## src/include/timers_cfg.svh

```systemverilog
// Register map, field positions and codes for the three general timers.
// Assumes an 8-bit register port with byte-wide data.
`ifndef TIMERS_CFG_SVH
`define TIMERS_CFG_SVH

`define OFS_RUN_CTRL    8'h88
`define OFS_MODE_CTRL   8'h89
`define OFS_C0_LOW      8'h8A
`define OFS_C1_LOW      8'h8B
`define OFS_C0_HIGH     8'h8C
`define OFS_C1_HIGH     8'h8D
`define OFS_CLK_CTRL    8'h8E
`define OFS_T2_CTRL     8'hC8
`define OFS_T2_RLD_LOW  8'hCA
`define OFS_T2_RLD_HIGH 8'hCB
`define OFS_T2_LOW      8'hCC
`define OFS_T2_HIGH     8'hCD
`define OFS_IRQ_CFG     8'hE4
`define OFS_IRQ_STATUS  8'hE8
`define OFS_IRQ_MASK    8'hE9
`define OFS_T2_CTRL1    8'hFD

`define RST_BYTE        8'h00
`define BYTE_MAX        8'hFF

`define RUN_TF1 7
`define RUN_EN1 6
`define RUN_TF0 5
`define RUN_EN0 4
`define MOD_GATED1 7
`define MOD_CNT1   6
`define MOD_SEL1   5:4
`define MOD_GATED0 3
`define MOD_CNT0   2
`define MOD_SEL0   1:0
`define CKC_SYS0  2
`define CKC_SYS1  3
`define CKC_SYS2L 4
`define CKC_SYS2H 5
`define ICF_POL0 3
`define ICF_POL1 7
`define T2_HFLAG  7
`define T2_LFLAG  6
`define T2_LEN    5
`define T2_CEN    4
`define T2_SPLIT  3
`define T2_RUN    2
`define T2_XCLK   1:0
`define T2_CSEL   2:0

`define MODE_13BIT  2'h0
`define MODE_16BIT  2'h1
`define MODE_RELOAD 2'h2
`define MODE_SPLIT  2'h3
`define XCLK_DIV12  2'h0
`define CSEL_PIN    3'h0
`define CSEL_LFO    3'h1
`define CSEL_CMP0   3'h2
`define CSEL_SOF    3'h3

`define IRQ_C0 0
`define IRQ_C1 1
`define IRQ_T2 2
`define IRQ_W  3

`define PIN_C0   0
`define PIN_C1   1
`define PIN_T2   2
`define PIN_XI0  3
`define PIN_XI1  4
`define PIN_LFO  5
`define PIN_CMP0 6
`define PIN_SOF  7
`define PIN_W    8

`endif

```

## src/include/timers_pkg.sv

```systemverilog
// Types shared by the general timer block.
// Assumes an 8-bit register port; takes no widths from timers_cfg.svh.
package timers_pkg;

  typedef struct packed {
    logic [7:0] addr;
    logic [7:0] wdata;
    logic       wr;
    logic       rd;
  } reg_req_t;

  typedef struct packed {
    logic [7:0] hi;
    logic [7:0] lo;
    logic       ovf;
  } step_t;

endpackage

```

## src/hdl/edge_sync.sv

```systemverilog
// Two-stage synchroniser with edge pulses for asynchronous pins.
// Assumes inputs may change at any time relative to clock_in.
`timescale 1ns/1ps
`default_nettype none

module edge_sync #(
  parameter int WIDTH = 8
) (
  input  wire logic             clock_in,   // system clock
  input  wire logic             resetn_in,  // sync reset, active low
  input  wire logic [WIDTH-1:0] async_in,   // raw pin levels
  output logic      [WIDTH-1:0] level_out,  // synchronised levels
  output logic      [WIDTH-1:0] fall_out,   // high-to-low pulses
  output logic      [WIDTH-1:0] rise_out    // low-to-high pulses
);

  logic [WIDTH-1:0] meta_ff;
  logic [WIDTH-1:0] sync_ff;
  logic [WIDTH-1:0] prev_ff;

  // First stage is read only by the second stage
  always_ff @(posedge clock_in) begin
    if (!resetn_in) begin
      meta_ff <= '0;
      sync_ff <= '0;
      prev_ff <= '0;
    end else begin
      meta_ff <= async_in;
      sync_ff <= meta_ff;
      prev_ff <= sync_ff;
    end
  end

  assign level_out = sync_ff;
  assign fall_out  = prev_ff & ~sync_ff;
  assign rise_out  = ~prev_ff & sync_ff;

endmodule

`default_nettype wire

```

## src/hdl/general_timers.sv

```systemverilog
// Timers 0, 1 and 2 with their register port and one interrupt line.
// Assumes one clock; pins are asynchronous, tick strobes are synchronous.
`include "timers_cfg.svh"
`timescale 1ns/1ps
`default_nettype none

module general_timers
  import timers_pkg::*;
(
  input  wire logic     clock_in,              // system clock, 125 MHz
  input  wire logic     resetn_in,             // sync reset, active low
  input  wire reg_req_t bus_in,                // register request
  output logic [7:0]    rdata_out,             // read data, cycle after read
  output logic          irq_out,               // level interrupt
  input  wire logic     div12_tick_in,         // prescaled timer clock strobe
  input  wire logic     ext_tick_in,           // external clock strobe
  input  wire logic     timer0_count_pin_in,   // timer 0 count pin
  input  wire logic     timer1_count_pin_in,   // timer 1 count pin
  input  wire logic     timer2_count_pin_in,   // timer 2 capture pin
  input  wire logic     ext_irq_zero_input_in, // gate input for timer 0
  input  wire logic     ext_irq_one_input_in,  // gate input for timer 1
  input  wire logic     lfo_in,                // low-frequency oscillator
  input  wire logic     cmp0_in,               // comparator 0 output
  input  wire logic     usb_sof_in             // start-of-frame marker
);

  logic [`PIN_W-1:0] pins;
  logic [`PIN_W-1:0] lvl;
  logic [`PIN_W-1:0] fall;
  logic [`PIN_W-1:0] rise;

  logic [7:0] mode_ff;
  logic [7:0] clkc_ff;
  logic [7:0] icfg_ff;
  logic       run0_ff;
  logic       run1_ff;
  logic       tf0_ff;
  logic       tf1_ff;
  logic [7:0] cnt0_lo_ff;
  logic [7:0] cnt0_hi_ff;
  logic [7:0] cnt1_lo_ff;
  logic [7:0] cnt1_hi_ff;
  logic [7:0] t2c_ff;
  logic       t2_hflag_ff;
  logic       t2_lflag_ff;
  logic [2:0] csel_ff;
  logic [7:0] rll_ff;
  logic [7:0] rlh_ff;
  logic [7:0] tl2_ff;
  logic [7:0] th2_ff;
  logic [`IRQ_W-1:0] stat_ff;
  logic [`IRQ_W-1:0] mask_ff;
  logic [`IRQ_W-1:0] nxt_stat;
  logic [7:0] rdata_ff;
  logic       irq_ff;

  assign pins = {usb_sof_in, cmp0_in, lfo_in, ext_irq_one_input_in,
                 ext_irq_zero_input_in, timer2_count_pin_in,
                 timer1_count_pin_in, timer0_count_pin_in};

  edge_sync #(
    .WIDTH (`PIN_W)
  ) u_sync (
    .clock_in  (clock_in),
    .resetn_in (resetn_in),
    .async_in  (pins),
    .level_out (lvl),
    .fall_out  (fall),
    .rise_out  (rise)
  );

  function automatic logic wr_at(input reg_req_t r, input logic [7:0] a);
    return r.wr && (r.addr == a);
  endfunction

  // One count step of timer 0 or 1 in the given mode
  function automatic step_t step01(input logic [1:0] mode,
                                   input logic [7:0] hi,
                                   input logic [7:0] lo);
    logic [13:0] s13;
    logic [16:0] s16;
    logic [8:0]  s8;
    step_t       r;
    s13 = {1'b0, hi, lo[4:0]} + 14'h0001;
    s16 = {1'b0, hi, lo} + 17'h00001;
    s8  = {1'b0, lo} + 9'h001;
    r.hi  = hi;
    r.lo  = lo;
    r.ovf = 1'b0;
    unique case (mode)
      `MODE_13BIT: begin
        r.hi  = s13[12:5];
        r.lo  = {lo[7:5], s13[4:0]};
        r.ovf = s13[13];
      end
      `MODE_16BIT: begin
        r.hi  = s16[15:8];
        r.lo  = s16[7:0];
        r.ovf = s16[16];
      end
      `MODE_RELOAD: begin
        r.lo  = s8[8] ? hi : s8[7:0];
        r.ovf = s8[8];
      end
      `MODE_SPLIT: begin
        r.lo  = s8[7:0];
        r.ovf = s8[8];
      end
    endcase
    return r;
  endfunction

  // Timer 0 and 1 controls
  logic [1:0] md0;
  logic [1:0] md1;
  logic       irq0_act;
  logic       irq1_act;
  logic       src0;
  logic       src1;
  logic       inc0;
  logic       inc1;
  logic       hi0_inc;
  step_t      step0;
  step_t      step1;
  logic       hi0_roll;
  logic       ovf0;
  logic       ovf1;

  assign md0      = mode_ff[`MOD_SEL0];
  assign md1      = mode_ff[`MOD_SEL1];
  assign irq0_act = lvl[`PIN_XI0] == icfg_ff[`ICF_POL0];
  assign irq1_act = lvl[`PIN_XI1] == icfg_ff[`ICF_POL1];
  assign src0     = mode_ff[`MOD_CNT0] ? fall[`PIN_C0]
                  : (clkc_ff[`CKC_SYS0] | div12_tick_in);
  assign src1     = mode_ff[`MOD_CNT1] ? fall[`PIN_C1]
                  : (clkc_ff[`CKC_SYS1] | div12_tick_in);
  assign inc0     = run0_ff & (~mode_ff[`MOD_GATED0] | irq0_act) & src0;
  assign inc1     = run1_ff & (~mode_ff[`MOD_GATED1] | irq1_act) & src1
                  & (md1 != `MODE_SPLIT);
  assign step0    = step01(md0, cnt0_hi_ff, cnt0_lo_ff);
  assign step1    = step01(md1, cnt1_hi_ff, cnt1_lo_ff);
  // In split mode the high byte borrows timer 1's run bit and flag
  assign hi0_inc  = (md0 == `MODE_SPLIT) & run1_ff
                  & (clkc_ff[`CKC_SYS0] | div12_tick_in);
  assign hi0_roll = hi0_inc & (cnt0_hi_ff == `BYTE_MAX);
  assign ovf0     = inc0 & step0.ovf;
  assign ovf1     = (inc1 & step1.ovf) | hi0_roll;

  // Software writes win over a count in the same cycle
  always_ff @(posedge clock_in) begin
    if (!resetn_in) begin
      cnt0_lo_ff <= `RST_BYTE;
      cnt0_hi_ff <= `RST_BYTE;
    end else begin
      if (inc0) begin
        cnt0_lo_ff <= step0.lo;
        cnt0_hi_ff <= step0.hi;
      end
      if (hi0_inc) begin
        cnt0_hi_ff <= cnt0_hi_ff + 8'h01;
      end
      if (wr_at(bus_in, `OFS_C0_LOW)) begin
        cnt0_lo_ff <= bus_in.wdata;
      end
      if (wr_at(bus_in, `OFS_C0_HIGH)) begin
        cnt0_hi_ff <= bus_in.wdata;
      end
    end
  end

  always_ff @(posedge clock_in) begin
    if (!resetn_in) begin
      cnt1_lo_ff <= `RST_BYTE;
      cnt1_hi_ff <= `RST_BYTE;
    end else begin
      if (inc1) begin
        cnt1_lo_ff <= step1.lo;
        cnt1_hi_ff <= step1.hi;
      end
      if (wr_at(bus_in, `OFS_C1_LOW)) begin
        cnt1_lo_ff <= bus_in.wdata;
      end
      if (wr_at(bus_in, `OFS_C1_HIGH)) begin
        cnt1_hi_ff <= bus_in.wdata;
      end
    end
  end

  // Run bits and overflow flags; a hardware set beats a software clear
  always_ff @(posedge clock_in) begin
    if (!resetn_in) begin
      run0_ff <= 1'b0;
      run1_ff <= 1'b0;
      tf0_ff  <= 1'b0;
      tf1_ff  <= 1'b0;
    end else if (wr_at(bus_in, `OFS_RUN_CTRL)) begin
      run0_ff <= bus_in.wdata[`RUN_EN0];
      run1_ff <= bus_in.wdata[`RUN_EN1];
      tf0_ff  <= bus_in.wdata[`RUN_TF0] | ovf0;
      tf1_ff  <= bus_in.wdata[`RUN_TF1] | ovf1;
    end else begin
      tf0_ff  <= tf0_ff | ovf0;
      tf1_ff  <= tf1_ff | ovf1;
    end
  end

  always_ff @(posedge clock_in) begin
    if (!resetn_in) begin
      mode_ff <= `RST_BYTE;
      clkc_ff <= `RST_BYTE;
      icfg_ff <= `RST_BYTE;
      csel_ff <= `CSEL_PIN;
      mask_ff <= '0;
    end else begin
      if (wr_at(bus_in, `OFS_MODE_CTRL)) begin
        mode_ff <= bus_in.wdata;
      end
      if (wr_at(bus_in, `OFS_CLK_CTRL)) begin
        clkc_ff <= bus_in.wdata;
      end
      if (wr_at(bus_in, `OFS_IRQ_CFG)) begin
        icfg_ff <= bus_in.wdata;
      end
      if (wr_at(bus_in, `OFS_T2_CTRL1)) begin
        csel_ff <= bus_in.wdata[`T2_CSEL];
      end
      if (wr_at(bus_in, `OFS_IRQ_MASK)) begin
        mask_ff <= bus_in.wdata[`IRQ_W-1:0];
      end
    end
  end

  // Timer 2
  logic       split;
  logic       cap_mode;
  logic       t2_ext;
  logic       clk_lo;
  logic       clk_hi;
  logic       lo_inc;
  logic       hi_inc;
  logic       lo_roll;
  logic       hi_roll;
  logic       cap_src;
  logic       cap_evt;
  logic       t2_evt;

  assign split    = t2c_ff[`T2_SPLIT];
  assign cap_mode = t2c_ff[`T2_CEN];
  assign t2_ext   = (t2c_ff[`T2_XCLK] == `XCLK_DIV12) ? div12_tick_in
                  : ext_tick_in;
  assign clk_lo   = clkc_ff[`CKC_SYS2L] | t2_ext;
  assign clk_hi   = clkc_ff[`CKC_SYS2H] | t2_ext;
  assign lo_inc   = clk_lo & (split | t2c_ff[`T2_RUN]);
  assign hi_inc   = split ? (t2c_ff[`T2_RUN] & clk_hi)
                  : (lo_inc & (tl2_ff == `BYTE_MAX));
  assign lo_roll  = lo_inc & (tl2_ff == `BYTE_MAX);
  assign hi_roll  = hi_inc & (th2_ff == `BYTE_MAX);

  always_comb begin
    unique case (csel_ff)
      `CSEL_PIN:  cap_src = fall[`PIN_T2];
      `CSEL_LFO:  cap_src = fall[`PIN_LFO];
      `CSEL_CMP0: cap_src = fall[`PIN_CMP0];
      `CSEL_SOF:  cap_src = rise[`PIN_SOF];
      default:    cap_src = 1'b0;
    endcase
  end

  assign cap_evt = cap_mode & cap_src;

  // Capture mode free-runs: a rollover wraps instead of reloading
  always_ff @(posedge clock_in) begin
    if (!resetn_in) begin
      tl2_ff <= `RST_BYTE;
      th2_ff <= `RST_BYTE;
    end else begin
      if (lo_inc) begin
        if ((split ? lo_roll : hi_roll) && !cap_mode) begin
          tl2_ff <= rll_ff;
        end else begin
          tl2_ff <= tl2_ff + 8'h01;
        end
      end
      if (hi_inc) begin
        th2_ff <= (hi_roll && !cap_mode) ? rlh_ff : th2_ff + 8'h01;
      end
      if (wr_at(bus_in, `OFS_T2_LOW)) begin
        tl2_ff <= bus_in.wdata;
      end
      if (wr_at(bus_in, `OFS_T2_HIGH)) begin
        th2_ff <= bus_in.wdata;
      end
    end
  end

  // A capture beats a software write to the same register
  always_ff @(posedge clock_in) begin
    if (!resetn_in) begin
      rll_ff <= `RST_BYTE;
      rlh_ff <= `RST_BYTE;
    end else if (cap_evt) begin
      rll_ff <= tl2_ff;
      rlh_ff <= th2_ff;
    end else begin
      if (wr_at(bus_in, `OFS_T2_RLD_LOW)) begin
        rll_ff <= bus_in.wdata;
      end
      if (wr_at(bus_in, `OFS_T2_RLD_HIGH)) begin
        rlh_ff <= bus_in.wdata;
      end
    end
  end

  always_ff @(posedge clock_in) begin
    if (!resetn_in) begin
      t2c_ff      <= `RST_BYTE;
      t2_hflag_ff <= 1'b0;
      t2_lflag_ff <= 1'b0;
    end else if (wr_at(bus_in, `OFS_T2_CTRL)) begin
      t2c_ff      <= bus_in.wdata;
      t2_hflag_ff <= bus_in.wdata[`T2_HFLAG] | hi_roll;
      t2_lflag_ff <= bus_in.wdata[`T2_LFLAG] | lo_roll;
    end else begin
      t2_hflag_ff <= t2_hflag_ff | hi_roll;
      t2_lflag_ff <= t2_lflag_ff | lo_roll;
    end
  end

  assign t2_evt = hi_roll | (lo_roll & t2c_ff[`T2_LEN]) | cap_evt;

  // Interrupt status: sticky, cleared by reading; a new event wins
  always_comb begin
    nxt_stat = stat_ff;
    if (bus_in.rd && (bus_in.addr == `OFS_IRQ_STATUS)) begin
      nxt_stat = '0;
    end
    nxt_stat[`IRQ_C0] = nxt_stat[`IRQ_C0] | ovf0;
    nxt_stat[`IRQ_C1] = nxt_stat[`IRQ_C1] | ovf1;
    nxt_stat[`IRQ_T2] = nxt_stat[`IRQ_T2] | t2_evt;
  end

  always_ff @(posedge clock_in) begin
    if (!resetn_in) begin
      stat_ff <= '0;
      irq_ff  <= 1'b0;
    end else begin
      stat_ff <= nxt_stat;
      irq_ff  <= |(nxt_stat & mask_ff);
    end
  end

  // Read mux; unmapped addresses read as zero
  always_ff @(posedge clock_in) begin
    if (!resetn_in) begin
      rdata_ff <= `RST_BYTE;
    end else if (bus_in.rd) begin
      unique case (bus_in.addr)
        `OFS_RUN_CTRL:    rdata_ff <= {tf1_ff, run1_ff, tf0_ff, run0_ff, 4'h0};
        `OFS_MODE_CTRL:   rdata_ff <= mode_ff;
        `OFS_C0_LOW:      rdata_ff <= cnt0_lo_ff;
        `OFS_C1_LOW:      rdata_ff <= cnt1_lo_ff;
        `OFS_C0_HIGH:     rdata_ff <= cnt0_hi_ff;
        `OFS_C1_HIGH:     rdata_ff <= cnt1_hi_ff;
        `OFS_CLK_CTRL:    rdata_ff <= clkc_ff;
        `OFS_T2_CTRL:     rdata_ff <= {t2_hflag_ff, t2_lflag_ff, t2c_ff[5:0]};
        `OFS_T2_RLD_LOW:  rdata_ff <= rll_ff;
        `OFS_T2_RLD_HIGH: rdata_ff <= rlh_ff;
        `OFS_T2_LOW:      rdata_ff <= tl2_ff;
        `OFS_T2_HIGH:     rdata_ff <= th2_ff;
        `OFS_IRQ_CFG:     rdata_ff <= icfg_ff;
        `OFS_IRQ_STATUS:  rdata_ff <= {5'h00, stat_ff};
        `OFS_IRQ_MASK:    rdata_ff <= {5'h00, mask_ff};
        `OFS_T2_CTRL1:    rdata_ff <= {5'h00, csel_ff};
        default:          rdata_ff <= `RST_BYTE;
      endcase
    end else begin
      rdata_ff <= `RST_BYTE;
    end
  end

  assign rdata_out = rdata_ff;
  assign irq_out   = irq_ff;

endmodule

`default_nettype wire

```

## config.mk

```make
export PLATFORM = sky130hd
export DESIGN_NAME = general_timers
export DESIGN_NICKNAME = d
export VERILOG_FILES = /design/src/include/timers_pkg.sv /design/src/hdl/edge_sync.sv /design/src/hdl/general_timers.sv
export VERILOG_INCLUDE_DIRS = /design/src /design/src/include
export SDC_FILE = /design/constraint.sdc
export NUM_CORES = 1
export LEC_CHECK = 0
export BUFFER_PORTS_ARGS = -buffer_cell sky130_fd_sc_hd__buf_2
export CORE_UTILIZATION = 25
export CTS_CLUSTER_DIAMETER = 120
export DETAILED_ROUTE_END_ITERATION = 16
export SLEW_MARGIN = 20
export SYNTH_ARGS = -nofsm -noshare
export SYNTH_HDL_FRONTEND = slang
export SYNTH_HIERARCHICAL = 1
export SYNTH_SLANG_ARGS = --single-unit
```

## constraint.sdc

```tcl
create_clock -name clock_in -period 2.07 [get_ports clock_in]
set_input_delay 0.207 -clock clock_in [delete_from_list [all_inputs] [get_ports clock_in]]
set_output_delay 0.207 -clock clock_in [all_outputs]
set_load 0.005 [all_outputs]
```

# Word-level counts from Yosys, hierarchy flattened
# Cells that the tools add are included.
# op_classes
add_sub_neg,9
n_mul,0
div,0
order_cmp,0
eq_ne,33
shift,0
muxes,37
bitwise,44
n_reduce_logical,39
# ops
cell,n
2-to-1 mux 8 bit,21
"== test 8 bit, second input constant",19
one-hot mux 8 bit (16 select lines),1
one-hot mux 9 bit (4 select lines),2
"adder 16 x 1 -> 17 bit, second input constant",2
one-hot mux 8 bit (2 select lines),2
"adder 13 x 1 -> 14 bit, second input constant",2
"adder 8 x 1 -> 8 bit, second input constant",3
bitwise OR 1 bit,21
"adder 8 x 1 -> 9 bit, second input constant",2
logical AND 1 bit,18
bitwise AND 1 bit,16
nonzero test 2 bit,7
AND reduction 2 bit,5
2-to-1 mux 1 bit,9
bitwise AND 8 bit,1
"== test 2 bit, second input constant",4
NOT 8 bit,1
bitwise AND 7 bit,1
NOT 7 bit,1
"== test 3 x 2 -> 1 bit, second input constant",2
zero test 2 bit,3
"!= test 2 bit, second input constant",3
nonzero test 3 bit,2
other kinds (11),14
# word_totals
reg_bits,142
latch_bits,0
ram_bits,0
romBits,0
out_inout_bits,9
wordCells,190
n_memories,0

# Longest topological paths before layout
# depth
ltp_word,12
ltp_mapped,9

# By module
# The synthesis kept the hierarchy.
# modules_own_cells
module,instances,cells_each,area_per_inst_um2,seq_area_each_um2
general_timers,1,945,7317.0,2362.3
edge_sync,1,66,764.5,480.5

# Worst setup path after synthesis
# Ideal clock, no wire load.
# synth_path
path_kind,register to register
start,register tl2_ff[0]
end,"register irq_ff, in the netlist irq_out"
setup_time_ns,0.058
arrival_time_ns,1.811
required_time_ns,2.012
setup_slack_ns,0.202
path_stages_with_launch,8
path_buffers,0
path_cell_list,dfxtp_1 ha_1 and3_1 nand3_2 a211o_1 or3_1 a21oi_1 a211o_1
# synth_via
elab_chain_cells,9
word_cells_on_any_way,10
cone_classes,eq/ne (1); mux (1); bitwise (7); reduce/logical (1)
# synth_lines
element,line,source
start: declaration,general_timers.sv:49,logic [7:0] tl2_ff;
start signal: assignment,general_timers.sv:274,tl2_ff <= `RST_BYTE;
start signal: assignment,general_timers.sv:279,tl2_ff <= rll_ff;
start signal: assignment,general_timers.sv:281,tl2_ff <= tl2_ff + 8'h01;
== test 8 bit (no source line) (*),n/a,
bitwise AND 1 bit (*),"general_timers.sv:255, general_timers.sv:256",
2-to-1 mux 1 bit,general_timers.sv:254,assign hi_inc = split ? (t2c_ff[`T2_RUN] & clk_hi)
bitwise AND 1 bit,general_timers.sv:257,assign hi_roll = hi_inc & (th2_ff == `BYTE_MAX);
bitwise OR 1 bit (*) (2 in series),general_timers.sv:329,assign t2_evt = hi_roll | (lo_roll & t2c_ff[`T2_LEN]) | cap_evt;
bitwise OR 1 bit (*),general_timers.sv:339,nxt_stat[`IRQ_T2] = nxt_stat[`IRQ_T2] | t2_evt;
bitwise AND 3 bit (*),general_timers.sv:348,irq_ff <= |(nxt_stat & mask_ff);
OR reduction 3 bit (*),general_timers.sv:348,
end signal: assignment,general_timers.sv:348,
end: declaration,general_timers.sv:55,logic irq_ff;
# Mark *: on every way between the ends. The rest lies on a longest branch, timed or not.
# A chain may end at the register's enable or synchronous reset.

# Final worst setup path
# layout_path
start,register cnt0_lo_ff[1]
end,register cnt0_lo_ff[5]
# layout_via
elab_chain_cells,5
word_cells_on_any_way,6
cone_classes,add/sub (2); mux (4)
# layout_lines
element,line,source
start: declaration,general_timers.sv:39,logic [7:0] cnt0_lo_ff;
start signal: assignment,general_timers.sv:152,cnt0_lo_ff <= `RST_BYTE;
start signal: assignment,general_timers.sv:156,cnt0_lo_ff <= step0.lo;
start signal: assignment,general_timers.sv:163,cnt0_lo_ff <= bus_in.wdata;
adder 8 x 1 -> 9 bit,general_timers.sv:86,"s8 = {1'b0, lo} + 9'h001;"
2-to-1 mux 8 bit,general_timers.sv:102,r.lo = s8[8] ? hi : s8[7:0];
one-hot mux 9 bit (4 select lines) (*),general_timers.sv:90,unique case (mode)
2-to-1 mux 8 bit (*),general_timers.sv:155,if (inc0) begin
2-to-1 mux 8 bit (*),general_timers.sv:162,"if (wr_at(bus_in, `OFS_C0_LOW)) begin"
# Mark *: on every way between the ends. The rest lies on a longest branch, timed or not. The select of a mux whose other input is x is not followed.

==> metrics.md <==
| Metric | Value |
|---|---|
| Share of total power in the clock network | about half |
| Reg-to-reg critical path startpoint | cnt0_lo_ff[1] |
| Pwr per Cell Area | 644 nW/µm² |
| Gr usage total | 17.9% |
| Antenna diodes | 0 |
| Worst Hold Class | in -> reg |
| Share of cells above drive strength 1 | 20.8% |
| Die W | 181 µm |
| Placed cells | 1457 |
| DR WL/cell | 19.6 µm |
| HPWL Detailed | 21400 µm |
| Die area | 32600 µm² |
| IO Count | 39 |
| Power Internal | 0.00469 W |
| CTS clock-pin slew for the worst setup and hold paths | 0.07 ns |
| Die height | 181 µm |
| CTS tree | built |
| Net Sw Power | 0.00169 W |
| Largest net degree at the start of global routing | 33 |
| Initial Util | 25.7% |
| Post-Syn Instances | 997 |
| Post-Route WL | around 29000 µm |
| Via/cell ratio | 5.48 |
| Drt first pass iters | 6 |
| Final ANT Viol Nets | 0 |
| Switch share | around a quarter |
| Post-synthesis cell area | 7970 µm² |
| Total CTS buffers | 17 |
| NumNets Final | about 1100 |
| Setup slack, reg-to-reg | 0.02 ns |
| Root Driver | clkbuf_16 |
| GRT overflow | 0 |
| Hold wc startpoint | bus_in[1] |
| Max Cap Viol | 0 |
| Slew margin rel. | 61.1% |
| WHS Path Cells | 3 |
| Post-Syn Area per Cell | between 7 and 8 µm² |
| Remaining DRCs | 0 |
| Final Hold Violating Endpoints | 0 |
| Status | finished, final reports clean |
| Final instance area | slightly below 10000 µm² |
| Number of fill cells in the layout | roughly 3300 |
| Setup Slack @ Placement | -0.0813 ns |
| Finished Layout Cells | between 1500 and 2000 |
| Sequential group share of total power | 42.6% |
| Worst-case reg-to-reg path depth | 8 |
| Fin worst setup slack | about 0.024 ns |
| Vias in the first global route | 7674 |
| WP data required | 2.42 ns |
| Row count | 64 |
| Reg-to-Reg End | cnt0_lo_ff[5] |
| Multi-input logic area | 4790 µm² |
| Clk_lat worst skew | 0.44 ns |
| Placed inst area | 9110 µm² |
| Clk buf depth | 2 |
| Crit path kind | reg -> reg |
| CP arrival | ~2.4 ns |
| DRT iter0 DRCs | 750 |
| Vias post-DR | approximately 8200 |
| VDD IR max | between 600 and 700 µV |
| IO Port Bufs | 38 |
| First-pass GRT wire length | 45200 µm |
| YS warnings | 6 |
| Combinational share of power | 6.3% |
| Core area | 31000 µm² |
| Final Skew | approximately 0.0095 ns |
| Final setup vio count | 0 |
| Final core utilization | approximately a third |
| Hold path endpoint | clkc_ff[6] |
| GPL Wtd Cong | 0.909 |
| CP startpoint kind | flip-flop |
| Measured slew at the worst slew-check pin | 0.579 ns |
| Final period util | a little over nine tenths |
| Area delta synth->final | 24.4% |
| Num Clock Sinks | 140 |
| H-tree depth | 4 |
| Net count of the mapped netlist | 1032 |
| FF+latch area | 2810 µm² |
| Antenna violations before repair | 0 |
| Minimum clock period | 2.05 ns |
| Static Leak | 3.47 nW |
| Fmax | approximately 490 MHz |
| Final Max Slew Viols | 0 |
| CP endpoint kind | flip-flop |
| CP max FO | 4 |
[per-stage QoR]
stage	hold slack, ns	total power (W)	TNS, ns
global route	0.166	0.00656	-0.0442
CTS	0.158	0.00640	0
finish	0.173	0.00638	0
floorplan	0.329	0.00298	0
global placement	0.411	0.00316	-0.0233
detailed placement	0.415	0.00316	-0.342
[critical path, stage by stage (launching register included)]
cell and delay, ns:
dfxtp_2 0.40, ha_1 0.23, nand4_1 0.16, buf_4 0.19, or2_2 0.29, a21oi_1 0.20
o32a_1 0.18, nor2_1 0.06, o32ai_1 0.24
[final cells by class]
class                      instances  share of cell area (%)
multi-input combinational        766                    48.3
clock inverter                    15                    1.94
inverter                          18                   0.682
tap                              396                    5.00
clock buffer                      17                    4.29
timing repair buffer             149                    11.4
sequential                       140                    28.4
[registers in the layout, summed over array words and instances, names as in the netlist, 3 cells and up]
register / cells
t2c_ff: 6
mode_ff: 8
mask_ff: 3
u_sync/prev_ff: 6
rll_ff: 8
rdata_out: 8
cnt1_hi_ff: 8
rlh_ff: 8
tl2_ff: 8
cnt0_hi_ff: 8
th2_ff: 8
u_sync/meta_ff: 8
icfg_ff: 8
clkc_ff: 8
stat_ff: 3
u_sync/level_out: 8
cnt1_lo_ff: 8
cnt0_lo_ff: 8
csel_ff: 3
[power groups by stage]
stage / combinational (W) / clock [W] / sequential [W]
global route: 0.000421 / 0.00342 / 0.00272
detailed placement: 0.000381 / 0 / 0.00278
finish: 0.000404 / 0.00326 / 0.00272
global placement: 0.000381 / 0 / 0.00278
floorplan: 0.000201 / 0 / 0.00278
CTS: 0.000393 / 0.00329 / 0.00272
[metal layers]
layer  wire (µm)  vias up  share of wire, %  GRT usage [%]
met5           0        -                 0              0
met4         908        0               3.1           7.04
met3        2530       61               8.6           3.19
met2       13200      386                45           27.9
met1       12800     3923                43           24.3
li1            -     3861                 -              -
[repair_timing]
item | CTS | global route
endpoints found under the setup margin | 1 | 21
setup buffers | 0 | 4
pin swaps | 0 | 5
hold buffers | 8 | 0
gates cloned | 0 | 0
gates resized for setup | 1 | 18
hold endpoints to repair | 8 | 0
[how the worst max path moves through the flow]
stage,startpoint,to,slack [ns]
finish,cnt0_lo_ff[1],cnt0_lo_ff[5],0.02
global route,tl2_ff[0],th2_ff[7],-0.03
CTS,cnt0_lo_ff[0],cnt0_hi_ff[6],0.007
detailed placement,bus_in[16],cnt0_lo_ff[7],-0.08
global placement,bus_in[16],cnt0_lo_ff[7],-0.02
floorplan,tl2_ff[0],irq_out,0.20
[cell usage in the layout (no fill, tap or decap), types with 5 or more instances in the layout]
| cell type | instances |
|---|---|
| o21ai_0 | 37 |
| and3_1 | 13 |
| inv_8 | 5 |
| and2_1 | 18 |
| buf_2 | 38 |
| nand2b_1 | 10 |
| o22ai_1 | 17 |
| nor3_1 | 17 |
| a211oi_1 | 15 |
| a311oi_1 | 12 |
| inv_1 | 17 |
| a221oi_1 | 6 |
| mux2i_1 | 37 |
| nor3_2 | 5 |
| a31oi_1 | 17 |
| nor2b_1 | 10 |
| nor2_1 | 77 |
| xnor2_1 | 17 |
| clkbuf_16 | 17 |
| dlygate4sd3_1 | 8 |
| a21oi_1 | 101 |
| buf_12 | 7 |
| o211ai_1 | 5 |
| a32oi_1 | 5 |
| nand2_1 | 114 |
| nor4_2 | 5 |
| xor2_1 | 9 |
| nand4_1 | 10 |
| a22oi_1 | 18 |
| and2_2 | 10 |
| dfxtp_1 | 135 |
| buf_4 | 95 |
| nand3_1 | 84 |
Note: power is estimated with default switching activity, not from simulation.
